===== config.mk =====
export PLATFORM = sky130hd
export DESIGN_NAME = ccsr_regs
export DESIGN_NICKNAME = d
export VERILOG_FILES = /design/src/include/ccsr_pkg.sv /design/src/logic/ccsr_sync.sv /design/src/logic/ccsr_regs.sv
export VERILOG_INCLUDE_DIRS = /design/src /design/src/include
export SDC_FILE = /design/constraint.sdc
export NUM_CORES = 1
export LEC_CHECK = 0
export BUFFER_PORTS_ARGS = -buffer_cell sky130_fd_sc_hd__clkbuf_2
export CAP_MARGIN = 20
export CORE_AREA = 2 2 133 135
export CTS_CLUSTER_DIAMETER = 120
export DETAILED_ROUTE_END_ITERATION = 10
export DIE_AREA = 0 0 135 137
export PLACE_DENSITY_LB_ADDON = 0.1
export SLEW_MARGIN = 10
export SYNTH_ARGS = -nofsm -noshare
export SYNTH_HDL_FRONTEND = slang
export SYNTH_SLANG_ARGS = --single-unit

===== constraint.sdc =====
create_clock -name clk -period 6.3 [get_ports clk]
set_input_delay 0 -clock clk [delete_from_list [all_inputs] [get_ports clk]]
set_output_delay 0 -clock clk [all_outputs]
set_load 0.05 [all_outputs]

===== src/include/ccsr_consts.svh =====
`ifndef CCSR_CONSTS_SVH
`define CCSR_CONSTS_SVH

// Control register selects used by the load/store control instructions.
`define CCSR_SEL_EPSR      2'h0
`define CCSR_SEL_WATCH     2'h1
`define CCSR_SEL_DIRBASE   2'h2

// Extended status field positions.
`define CCSR_EP_IL         0
`define CCSR_EP_PEF        1
`define CCSR_EP_BEF        2
`define CCSR_EP_INT        3
`define CCSR_EP_DCS_LO     4
`define CCSR_EP_DCS_HI     7
`define CCSR_EP_PBM        8
`define CCSR_EP_BE         9
`define CCSR_EP_OF         10
`define CCSR_EP_BS         11
`define CCSR_EP_DI         12
`define CCSR_EP_TAI        13
`define CCSR_EP_PT         14
`define CCSR_EP_PI         15
`define CCSR_EP_SO         16

// Directory base field positions.
`define CCSR_DB_ATE        0
`define CCSR_DB_DPS_LO     1
`define CCSR_DB_DPS_HI     3
`define CCSR_DB_BL         4
`define CCSR_DB_ITI        5
`define CCSR_DB_LB         6
`define CCSR_DB_DTB_LO     12

// Reset values of the error flags.
`define CCSR_RST_PEF       1'b1
`define CCSR_RST_BEF       1'b1

// Data cache size code and the base of the page compare.
`define CCSR_DCS_VALUE     4'h2
`define CCSR_PAGE_BASE     5'd12

`endif


===== src/include/ccsr_pkg.sv =====
package ccsr_pkg;

	// Arithmetic operations that update the overflow flag.
	typedef enum logic [1:0] {
		CCSR_ADDS = 2'h0,
		CCSR_ADDU = 2'h1,
		CCSR_SUBS = 2'h2,
		CCSR_SUBU = 2'h3
	} ccsr_alu_t;

	// Bus lock sequencer, one-hot.
	typedef enum logic [3:0] {
		CCSR_LK_IDLE  = 4'h1,
		CCSR_LK_ARMED = 4'h2,
		CCSR_LK_HELD  = 4'h4,
		CCSR_LK_DRAIN = 4'h8
	} ccsr_lock_t;

	typedef struct packed {
		logic        strapDone;
		logic        strongOrder;
		logic        lateBo1;
		logic        lockIntr;
		logic        parityFault;
		logic        busFault;
		logic        intFlag;
		logic        pteSel;
		logic        byteSwap;
		logic        overflow;
		logic        supFault;
		logic        delaySlot;
		logic        autoInc;
		logic        fpTrapEn;
		logic        fpUsed;
		logic [31:0] watchAddr;
		logic [19:0] tableBase;
		logic        transEn;
		logic [2:0]  dramPage;
		logic        lateBo2;
		ccsr_lock_t  lockSt;
		logic        lockOut;
		logic [31:0] prevBusAddr;
		logic        samePage;
		logic        pteBit;
		logic [31:0] memAddrOut;
		logic        watchTrap;
		logic        cacheFlush;
		logic        errTrap;
		logic        fpTrap;
		logic        instrTrapSet;
		logic [31:0] rdData;
	} ccsr_state_t;

endpackage : ccsr_pkg


===== src/logic/ccsr_sync.sv =====
`timescale 1ns/1ps

// Two-stage synchroniser; the first stage feeds only the second.
module ccsr_sync #(
	parameter int W = 1
) (
	input  wire logic         clk,
	input  wire logic         rst_n,
	input  wire logic         ce,
	input  wire logic [W-1:0] din,
	output logic      [W-1:0] dout
);

	logic [W-1:0] meta_r;

	// Both stages hold while the clock enable is low.
	always_ff @(posedge clk or negedge rst_n) begin
		if (!rst_n) begin
			meta_r <= '0;
			dout   <= '0;
		end else if (ce) begin
			meta_r <= din;
			dout   <= meta_r;
		end
	end

endmodule : ccsr_sync


===== src/logic/ccsr_regs.sv =====
// Summary of operation
// - Parity trap sets flag; masks errors; reset set.
// - Bus fault pin sets flag; masks errors; reset set.
// - Interrupt flag mirrors pin, zero when locked.
// - Read-only data cache size code.
// - Page-table bit output picks cache-disable or write-through.
// - Byte swap complements low address bits, aligns.
// - Overflow from carries per add/subtract kind.
// - Overflow writable by software only in supervisor.
// - Unmasked error in supervisor mode sets supervisor fault.
// - Trap after delayed branch sets slot flag.
// - Trap on autoincrement instruction sets flag.
// - Pipe trap enable traps pipe instructions early.
// - Pipe-used flag set on decode when trapping, else on execute.
// - Strong ordering from write-buffer pin at reset.
// - Watch compare ignores low bits by size.
// - Watch match traps before the access completes.
// - Translation enabled only while enable bit set.
// - Same-page output compares high bus address bits.
// - Bus lock output follows lock bit, drops late.
// - Trap in locked sequence clears lock, flags it.
// - Flush bit invalidates caches, reads as zero.
// - Late back-off extension sticky, blocked by strap.
`timescale 1ns/1ps
`include "ccsr_consts.svh"

module ccsr_regs
	import ccsr_pkg::*;
#(
	parameter logic [3:0] DCACHE_SIZE = `CCSR_DCS_VALUE
) (
	input  wire logic        clk,
	input  wire logic        rst_n,
	input  wire logic        ce,
	input  wire logic        ctlWrEn,
	input  wire logic        ctlRdEn,
	input  wire logic [1:0]  ctlSel,
	input  wire logic [31:0] ctlWrData,
	input  wire logic        supervisorMode,
	input  wire logic        busFaultPin,
	input  wire logic        irqPin,
	input  wire logic        wrBufEmptyPin_n,
	input  wire logic        lateBackoffStrap,
	input  wire logic        parityErr,
	input  wire logic        trapValid,
	input  wire logic        trapDelaySlot,
	input  wire logic        trapAutoInc,
	input  wire logic        pteCacheDisable,
	input  wire logic        pteWriteThrough,
	input  wire logic        memValid,
	input  wire logic [31:0] memAddr,
	input  wire logic [1:0]  memSize,
	input  wire logic        aluValid,
	input  wire logic [1:0]  aluOp,
	input  wire logic        carry31,
	input  wire logic        carry30,
	input  wire logic        fpDecode,
	input  wire logic        fpPipeExec,
	input  wire logic        opValid,
	input  wire logic        opRead,
	input  wire logic        opWrite,
	input  wire logic [31:0] opAddr,
	input  wire logic [1:0]  opSize,
	input  wire logic        readWatchEnable,
	input  wire logic        writeWatchEnable,
	input  wire logic        busCycleValid,
	input  wire logic [31:0] busAddr,
	input  wire logic        busReq,
	input  wire logic        busReqFetchWb,
	input  wire logic        loadStore,
	input  wire logic        lockInstr,
	input  wire logic        unlockInstr,
	output logic [31:0]      ctlRdData,
	output logic             pteBitOutput,
	output logic [31:0]      memAddrOut,
	output logic             watchTrap,
	output logic             errTrap,
	output logic             fpTrap,
	output logic             instrTrapSet,
	output logic             translationEnable,
	output logic             samePage,
	output logic             busLockOut,
	output logic             cacheFlush,
	output logic             lateBackoff2,
	output logic             strongOrder
);

	////////////////////////////////////////////////////////////////////////////////
	// Reset release and pin synchronisers.

	logic       rstInt_n;
	logic [3:0] pinSync;
	logic       busFaultS;
	logic       irqS;
	logic       wrBufEmptyS_n;
	logic       strapLateS;

	ccsr_sync #(.W(1)) u_rstSync (
		.clk   (clk),
		.rst_n (rst_n),
		.ce    (1'b1),
		.din   (1'b1),
		.dout  (rstInt_n)
	);

	// Pin synchroniser resets low, so the write-buffer pin reads active until
	// it has passed both stages; the strap capture below waits for that.
	ccsr_sync #(.W(4)) u_pinSync (
		.clk   (clk),
		.rst_n (rstInt_n),
		.ce    (ce),
		.din   ({lateBackoffStrap, wrBufEmptyPin_n, irqPin, busFaultPin}),
		.dout  (pinSync)
	);

	assign busFaultS     = pinSync[0];
	assign irqS          = pinSync[1];
	assign wrBufEmptyS_n = pinSync[2];
	assign strapLateS    = pinSync[3];

	////////////////////////////////////////////////////////////////////////////////
	// State.

	ccsr_state_t st_r;
	ccsr_state_t st_nxt;
	logic [1:0]  strapWait_r;
	logic        errMasked;
	logic        lockSeq;
	logic        wrSup;
	logic [31:0] swapAddr;
	logic [31:0] watchMask;
	logic        watchHit;
	logic [31:0] pageMask;
	logic [31:0] epsrView;
	logic [31:0] dirView;

	// Errors stay masked while either error flag is up.
	assign errMasked = st_r.parityFault | st_r.busFault;
	assign lockSeq   = (st_r.lockSt != CCSR_LK_IDLE);
	assign wrSup     = ctlWrEn & supervisorMode;

	// Byte swap complements the low three bits, then aligns to operand size.
	always_comb begin
		swapAddr = {memAddr[31:3], ~memAddr[2:0]};
		unique case (memSize)
			2'h0: swapAddr = swapAddr;
			2'h1: swapAddr[0] = 1'b0;
			2'h2: swapAddr[1:0] = 2'h0;
			2'h3: swapAddr[2:0] = 3'h0;
		endcase
	end

	// Overlapping accesses hit: the low bits covered by the operand are ignored.
	always_comb begin
		watchMask = 32'hffffffff;
		unique case (opSize)
			2'h0: watchMask = 32'hffffffff;
			2'h1: watchMask = 32'hfffffffe;
			2'h2: watchMask = 32'hfffffffc;
			2'h3: watchMask = 32'hfffffff8;
		endcase
	end
	assign watchHit = ((opAddr & watchMask) == (st_r.watchAddr & watchMask));

	// Page compare ignores the low 12 plus page-size bits.
	assign pageMask = 32'hffffffff << (`CCSR_PAGE_BASE + {2'h0, st_r.dramPage});

	assign epsrView = {15'h0, st_r.strongOrder, st_r.fpUsed, st_r.fpTrapEn, st_r.autoInc,
		st_r.delaySlot, st_r.supFault, st_r.overflow, st_r.byteSwap, st_r.pteSel,
		DCACHE_SIZE, st_r.intFlag, st_r.busFault, st_r.parityFault, st_r.lockIntr};
	// Flush bit is never stored and reads as zero; lock bit mirrors the sequencer.
	assign dirView = {st_r.tableBase, 5'h0, st_r.lateBo2, 1'b0,
		(st_r.lockSt == CCSR_LK_ARMED) | (st_r.lockSt == CCSR_LK_HELD),
		st_r.dramPage, st_r.transEn};

	////////////////////////////////////////////////////////////////////////////////
	// Next-state logic. Software writes land first so that hardware sets win.

	always_comb begin
		st_nxt = st_r;
		st_nxt.watchTrap    = 1'b0;
		st_nxt.cacheFlush   = 1'b0;
		st_nxt.errTrap      = 1'b0;
		st_nxt.fpTrap       = 1'b0;
		st_nxt.instrTrapSet = 1'b0;

		// Strap capture after both synchroniser stages hold real pin levels.
		if (!st_r.strapDone && strapWait_r == 2'h3) begin
			st_nxt.strapDone   = 1'b1;
			st_nxt.strongOrder = ~wrBufEmptyS_n;
			st_nxt.lateBo1     = strapLateS;
		end

		// Software writes through the control store instruction.
		if (wrSup && ctlSel == `CCSR_SEL_EPSR) begin
			st_nxt.lockIntr    = ctlWrData[`CCSR_EP_IL];
			st_nxt.parityFault = ctlWrData[`CCSR_EP_PEF];
			st_nxt.busFault    = ctlWrData[`CCSR_EP_BEF];
			st_nxt.pteSel      = ctlWrData[`CCSR_EP_PBM];
			st_nxt.byteSwap    = ctlWrData[`CCSR_EP_BE];
			st_nxt.overflow    = ctlWrData[`CCSR_EP_OF];
			st_nxt.supFault    = ctlWrData[`CCSR_EP_BS];
			st_nxt.delaySlot   = ctlWrData[`CCSR_EP_DI];
			st_nxt.autoInc     = ctlWrData[`CCSR_EP_TAI];
			st_nxt.fpTrapEn    = ctlWrData[`CCSR_EP_PT];
			st_nxt.fpUsed      = ctlWrData[`CCSR_EP_PI];
		end
		if (wrSup && ctlSel == `CCSR_SEL_WATCH) begin
			st_nxt.watchAddr = ctlWrData;
		end
		// Writing the lock bit has no defined effect, so it is ignored here.
		if (wrSup && ctlSel == `CCSR_SEL_DIRBASE) begin
			st_nxt.tableBase  = ctlWrData[31:`CCSR_DB_DTB_LO];
			st_nxt.transEn    = ctlWrData[`CCSR_DB_ATE];
			st_nxt.dramPage   = ctlWrData[`CCSR_DB_DPS_HI:`CCSR_DB_DPS_LO];
			st_nxt.cacheFlush = ctlWrData[`CCSR_DB_ITI];
			if (ctlWrData[`CCSR_DB_LB] && !st_r.lateBo1) begin
				st_nxt.lateBo2 = 1'b1;
			end
		end

		// Bus and parity errors; the trap is taken only while unmasked.
		if (busFaultS) begin
			st_nxt.busFault = 1'b1;
		end
		if (parityErr && !errMasked) begin
			st_nxt.parityFault = 1'b1;
		end
		if ((parityErr || busFaultS) && !errMasked) begin
			st_nxt.errTrap = 1'b1;
			if (supervisorMode) begin
				st_nxt.supFault = 1'b1;
			end
		end

		// The mirror of the interrupt pin is forced low inside a locked sequence.
		st_nxt.intFlag = irqS & ~lockSeq;

		// Trap classification flags.
		if (trapValid && trapDelaySlot) begin
			st_nxt.delaySlot = 1'b1;
		end
		if (trapValid && trapAutoInc) begin
			st_nxt.autoInc = 1'b1;
		end

		// Arithmetic result beats a same-cycle software write.
		if (aluValid) begin
			unique case (ccsr_alu_t'(aluOp))
				CCSR_ADDS, CCSR_SUBS: st_nxt.overflow = carry31 ^ carry30;
				CCSR_ADDU: st_nxt.overflow = carry31;
				CCSR_SUBU: st_nxt.overflow = ~carry31;
			endcase
		end

		// Pipe use: trap at decode when enabled, otherwise note execution.
		if (st_r.fpTrapEn && fpDecode) begin
			st_nxt.fpTrap       = 1'b1;
			st_nxt.instrTrapSet = 1'b1;
			st_nxt.fpUsed       = 1'b1;
		end
		if (!st_r.fpTrapEn && fpPipeExec) begin
			st_nxt.fpUsed = 1'b1;
		end

		// Page-table bit output and byte-order address path.
		st_nxt.pteBit = st_r.pteSel ? pteWriteThrough : pteCacheDisable;
		if (memValid) begin
			st_nxt.memAddrOut = st_r.byteSwap ? swapAddr : memAddr;
		end

		// Watch trap before the load or store commits.
		if (opValid && watchHit &&
				((opRead && readWatchEnable) || (opWrite && writeWatchEnable))) begin
			st_nxt.watchTrap = 1'b1;
		end

		// Same-page compare against the previous bus cycle.
		if (busCycleValid) begin
			st_nxt.samePage    = ((busAddr & pageMask) == (st_r.prevBusAddr & pageMask));
			st_nxt.prevBusAddr = busAddr;
		end

		// Bus lock sequencer.
		unique case (st_r.lockSt)
			CCSR_LK_IDLE: begin
				if (lockInstr) begin
					st_nxt.lockSt = CCSR_LK_ARMED;
				end
			end
			CCSR_LK_ARMED: begin
				if (unlockInstr) begin
					st_nxt.lockSt = CCSR_LK_IDLE;
				end else if (busReq && !busReqFetchWb) begin
					st_nxt.lockSt  = CCSR_LK_HELD;
					st_nxt.lockOut = 1'b1;
				end
			end
			CCSR_LK_HELD: begin
				if (unlockInstr) begin
					st_nxt.lockSt = CCSR_LK_DRAIN;
				end
			end
			CCSR_LK_DRAIN: begin
				if (lockInstr) begin
					st_nxt.lockSt = CCSR_LK_HELD;
				end else if (loadStore) begin
					st_nxt.lockSt  = CCSR_LK_IDLE;
					st_nxt.lockOut = 1'b0;
				end
			end
		endcase

		// A trap inside the sequence drops the lock bit at once. An output not yet raised
		// stays down, so a lock request in the same cycle cannot leave it stuck high.
		if (trapValid && lockSeq) begin
			st_nxt.lockIntr = 1'b1;
			st_nxt.lockOut  = st_r.lockOut;
			st_nxt.lockSt   = st_r.lockOut ? CCSR_LK_DRAIN : CCSR_LK_IDLE;
		end

		// Read data is registered one cycle after the read strobe.
		if (ctlRdEn) begin
			unique case (ctlSel)
				`CCSR_SEL_EPSR:    st_nxt.rdData = epsrView;
				`CCSR_SEL_WATCH:   st_nxt.rdData = st_r.watchAddr;
				`CCSR_SEL_DIRBASE: st_nxt.rdData = dirView;
				default:           st_nxt.rdData = 32'h00000000;
			endcase
		end
	end

	////////////////////////////////////////////////////////////////////////////////
	// State register; reset loads constants only.

	always_ff @(posedge clk or negedge rstInt_n) begin
		if (!rstInt_n) begin
			st_r             <= '0;
			st_r.parityFault <= `CCSR_RST_PEF;
			st_r.busFault    <= `CCSR_RST_BEF;
			st_r.lockSt      <= CCSR_LK_IDLE;
			strapWait_r      <= 2'h0;
		end else if (ce) begin
			st_r <= st_nxt;
			if (strapWait_r != 2'h3) begin
				strapWait_r <= strapWait_r + 2'h1;
			end
		end
	end

	assign ctlRdData         = st_r.rdData;
	assign pteBitOutput      = st_r.pteBit;
	assign memAddrOut        = st_r.memAddrOut;
	assign watchTrap         = st_r.watchTrap;
	assign errTrap           = st_r.errTrap;
	assign fpTrap            = st_r.fpTrap;
	assign instrTrapSet      = st_r.instrTrapSet;
	assign translationEnable = st_r.transEn;
	assign samePage          = st_r.samePage;
	assign busLockOut        = st_r.lockOut;
	assign cacheFlush        = st_r.cacheFlush;
	assign lateBackoff2      = st_r.lateBo2;
	assign strongOrder       = st_r.strongOrder;
endmodule : ccsr_regs


After elaboration in Yosys (flattened, before gate mapping):

Cells that the tools add are included.

* input port bits: 169
* logic and storage cells: 175
* bits in registers: 192
* output and inout bits: 75

* bitwise operators: 14
* multiplexer cells: 36
* reduce and logical (&&, ||, !) cells: 57
* equality and inequality tests: 28
* add/sub/neg operators: 2
* shift-type cells: 1

Operators with widths (number)
* 32-bit bitwise AND: 4
* 32-bit case mux with 4 select lines: 1
* 32-bit case mux with 3 select lines: 1
* 32-bit == test: 2
* 32-bit by 5-bit left shift with 32-bit output, first input constant: 1
* 2-bit AND reduction: 15
* 4-bit 2-to-1 mux: 5
* 1-bit 2-to-1 mux: 18
* 1-bit logical AND: 17
* 2-bit == test, second input constant: 8
* 4-bit case mux with 4 select lines: 1
* 5-bit 2-to-1 mux: 3
* 2-bit nonzero test: 7
* 2-bit by 1-bit == test with 1-bit output, second input constant: 4
* 2-bit zero test: 4
* 2-bit != test, second input constant: 4
* 7-bit AND reduction: 1
* 3-bit 2-to-1 mux: 2
* 6-bit 2-to-1 mux: 1
* 4-bit by 3-bit adder with 5-bit output, first input constant: 1
* 1-bit zero test: 5
* 5-bit AND reduction: 1
* 4-bit by 1-bit == test with 1-bit output, second input constant: 1
* 4-bit by 2-bit == test with 1-bit output, second input constant: 1
* 22 further kinds: 30

Depth between registers and ports, before layout:

* depth in word-level cells: 7
* mapped depth: 7
* gate-level depth less buffers: 5

By module:

A second synthesis with hierarchy kept.

* cell total of the unflattened synthesis: 737
* area total of the unflattened synthesis: 8643.3 µm²

Modules (own cells, without submodules)
* ccsr_regs: sequential area each 4232.8 µm², instances 1, cells an instance 716, area each 8239.2 µm²
* ccsr_sync (u_pinSync): sequential area each 200.2 µm², instances 1, cells an instance 17, area each 331.6 µm²
* ccsr_sync (u_rstSync): sequential area each 50.0 µm², instances 1, cells an instance 4, area each 72.6 µm²

Worst setup path before layout:

OpenSTA, ideal clock, no wires.

* kind: register -> register
* start: register st_r[104] (netlist bit)
* end: register st_r[106] (netlist bit)
* library setup time: 0.125 ns
* buffers on the path: 0
* required time: 6.175 ns
* clock period less this slack: 1.656 ns
* path slack: 4.644 ns
* arrival: 1.531 ns
* stages on the path, launching flop included: 5
* cell sequence: dfstp_2 -> or3b_2 -> o21ai_0 -> a21boi_1 -> mux2_2

* longest elaborated chain between the ends: 4
* elaborated cells between the ends (all ways): 13
* those cells by class: eq/ne (9); mux (2); reduce/logical (2)

RTL lines
* start, declared: RTL line ccsr_regs.sv:124 `ccsr_state_t st_r;`
* start signal, assigned: RTL line ccsr_regs.sv:344 `st_r <= st_nxt;`
* 4-bit by 1-bit != test with 1-bit output: RTL line ccsr_regs.sv:139 `assign lockSeq = (st_r.lockSt != CCSR_LK_IDLE);`
* 1-bit logical AND: RTL line ccsr_regs.sv:316 `if (trapValid && lockSeq) begin`
* 4-bit by 2-bit != test with 1-bit output (no source line) (tied with other cells)
* 5-bit AND reduction (no source line)

Several ways; a longest one is shown, not always the timed one.
A chain may end at the register's enable or synchronous reset.

Worst setup path in the final report:

* start: register st_r[104] (netlist bit)
* end: register st_r, in the netlist busLockOut

* longest elaborated chain between the ends: 4
* elaborated cells between the ends (all ways): 12
* those cells by class: eq/ne (7); mux (1); bitwise (1); reduce/logical (3)

RTL lines
* parallel branches: the longest is 4 deep, another holds 7-bit AND reduction

Parallel ways; which one is timed is not known.

==> qor.yml <==
die_x_um: 135
dieArea_um2: 18500
n_fill_cell: 1380
critPathLaunchType: "flop"
r2r-end: "busLockOut"
p_int_w: 0.00243
syn_nets: 910
fmax_mhz: 429
viasPerCell: 5.12
setup_tns_ps: 0
yosys-top-cells-area: "dfrtp_1, mux2_2, buf_4, xnor2_1, o21ai_0"
p_comb_share_pct: 26.8
dieHeight_um: 137
rsz0062_at_grt: "no"
synth-compound-area-share_pct: 7.68
reg2reg_from: "st_r[104]"
timing.critical_path.from: "st_r[104]"
power_frac_seq_pct: 43.2
status: "complete, no violations"
core.rowCount: 48
setup_viol: 0
peakVddDrop_mv: 0.196
grt_overflow_total: 0
cts_tree: "done"
initial_core_util_pct: 50.0
netlist_area_um2: 8540
final_cells: 1238
fin_util_pct: 64.8
cts.sinks: 179
netSwitchingFraction_pct: 33.2
drv_cap: 0
grt_util_all_layers_pct: 23.7
finalHoldViolCount: 0
arrival_ps: 2630
async_reset_ff_share_pct: 100
worstPathMaxFanout: 13
slowest_stage: "dfstp_2"
grt_pass1_wl_mm: 33.5
gp_congestion: 0.774
synth_seq_cells: 179
h-tree-depth: 4
cpMostUsedCell: "o21ai_0"
worst-endpoint-required_ps: 6610
synth_xor_area_share_pct: 5.44
p_leak_nw: 5.13
total_power_w: 0.00364
clock_power_share_pct: 30.1
avgSynthCellArea_um2: 11.5
ys_types: 50
path_cells: "or3b_2 -> nand2_1 -> nand4_1 -> o21ai_0 -> o21ai_0 -> dlygate4sd3_1"
pwr_density_cell_nw_per_um2: 329
dpl.hpwl_mm: 14.5
layout_setup_ws_ps: 3970
slew_headroom_pct: 26.5
drtIter0Drc: 352
ant_nets: 0
cp-end-kind: "flop"
root_buffer: "clkbuf_16"
synth_seq_area_share_pct: 52.5
rrSetupSlack_ps: 3970
cts.clk_slew.worst_paths_ps: 70
hold_path_class: "primary input to flop"
io_pins: 244
dp_slack_ps: 3900
synthCells: 740
antenna_found_initial: 0
critical_path_class: "flop to flop"
routed_wl_mm: 21.2
post-route-period-util_pct: 37.0
drc: 0
p_switching_w: 0.00121
grt_pass1_vias: 6616
synth_edf_count: 0
coreArea_um2: 17100
nets: 1170
final_common_cell: "clkbuf_2"
clock_skew_ps: 14.4
yosys.area_share.adder_pct: 0.147
synth_mux_area_share_pct: 17.5
vias: 6335
synth_top_family_by_area: "multiplexers"
diodes: 0
dp_cells: 1101
yosys.area.top_type: "dfrtp_1"
finalMaxSlewViolations: 0
grt_max_degree: 76
drive_gt1_share_pct: 39.5
max-clock-path-buffers: 2
yosysWarnings: 0
tightest_slew_ps: 1100
crit_path_end: "busLockOut"
multi_input_area_um2: 3360
portBuffers: 231
wl_per_cell_um: 17.1
final_cell_mix: "clkbuf_2, dfrtp_1, mux2_2"
period_needed_ps: 2330
drtPass1Iterations: 5
synthSimpleGateAreaFrac_pct: 8.31
seq_area_um2: 4490
synth_top_area_share_pct: 51.6
reg2reg_depth: 6
hp-start: "trapValid"
syn2layout_area_growth_pct: 29.5
synth_ff_type: "dfrtp_1"
clk_latency_ps: 430
cts-buffers-inserted: 17
slowest_delay_ps: 650
==> cell families (layout without fill, tap and decap cells) <==
group | Yosys count | in the layout
buf+inv | 114 | 387
flops | 179 | 179
simple gates | 147 | 147
mux | 135 | 135
fa+ha+maj | 1 | 1
compound gates | 110 | 110
other cells | 1 | 1
xor+xnor | 53 | 53
==> per-stage QoR <==
step	cell area (µm²)	hold slack, ps
6_report	11100	24.2
5_1_grt	11100	16.0
4_1_cts	11100	4.85
3_5_place_dp	9390	-213
3_3_place_gp	9390	-215
2_1_floorplan	8540	-296
==> flip-flops by register name, indices dropped and copies added, names as in the netlist <==
name	cells
busLockOut	1
cacheFlush	1
ctlRdData	32
dirView	23
epsrView	12
errTrap	1
fpTrap	1
lateBackoff2	1
memAddrOut	32
pteBitOutput	1
samePage	1
st_r	58
strapWait_r	2
strongOrder	1
translationEnable	1
u_pinSync.dout	4
u_pinSync.meta_r	4
u_rstSync.dout	1
u_rstSync.meta_r	1
watchTrap	1
==> per-layer routing <==
layer | vias up | wire [µm] | track usage, %
li1 | 3022 | - | -
met1 | 3102 | 9070 | 30.5
met2 | 195 | 10900 | 41.7
met3 | 16 | 1020 | 4.44
met4 | 0 | 232 | 5.73
met5 | - | 0 | 0
==> Yosys cell counts (4+ instances only) <==
cell and n:
o21ai_0 51, nand3_1 11, buf_4 71, a21oi_1 18
xor2_1 22, clkbuf_1 19, a22oi_1 18, xnor2_1 31
nand4_1 7, nor4_1 8, nand2_1 68, nand2b_1 4
nor2_1 21, nor2b_1 8, buf_2 12, mux2_2 117
mux2i_1 18, dfrtp_1 176, inv_1 11, nor3b_1 4
o22ai_1 5
==> power groups by stage <==
stage / sequential, W / combinational, W / clock [W]
5_1_grt: 0.00160 / 0.00106 / 0.00117
4_1_cts: 0.00157 / 0.000980 / 0.00111
3_3_place_gp: 0.00157 / 0.000891 / 0
2_1_floorplan: 0.00156 / 0.000764 / 0
6_report: 0.00157 / 0.000973 / 0.00109
3_5_place_dp: 0.00159 / 0.000915 / 0
==> critical path: cells and delay by family (launching register included) <==
family | cells | cell delay (ps)
and+or+nand+nor | 3 | 730
DFF | 1 | 650
buffers and inverters | 1 | 560
AOI/OAI and AO/OA | 2 | 250
==> worst min-delay path by stage <==
stage | end | cells after the start
5_1_grt | epsrView[0] | 3
3_5_place_dp | u_rstSync.meta_r | 1
6_report | epsrView[0] | 3
3_3_place_gp | u_rstSync.meta_r | 1
4_1_cts | epsrView[0] | 3
2_1_floorplan | u_rstSync.dout | 0
==> final cells by class <==
type / count / area share (%)
sequential: 179 / 40.6
multi-input combinational: 447 / 30.4
timing repair buffer: 344 / 20.5
clock buffer: 21 / 4.17
tap: 225 / 2.55
clock inverter: 11 / 1.38
inverter: 11 / 0.374
==> timing repair <==
item | 4_1_cts | 5_1_grt
buffers inserted | 0 | 0
endpoints found under the hold margin | 131 | 0
resized for setup | 0 | 0
hold buffers | 105 | 0
Power figures use the tool's default switching activity.
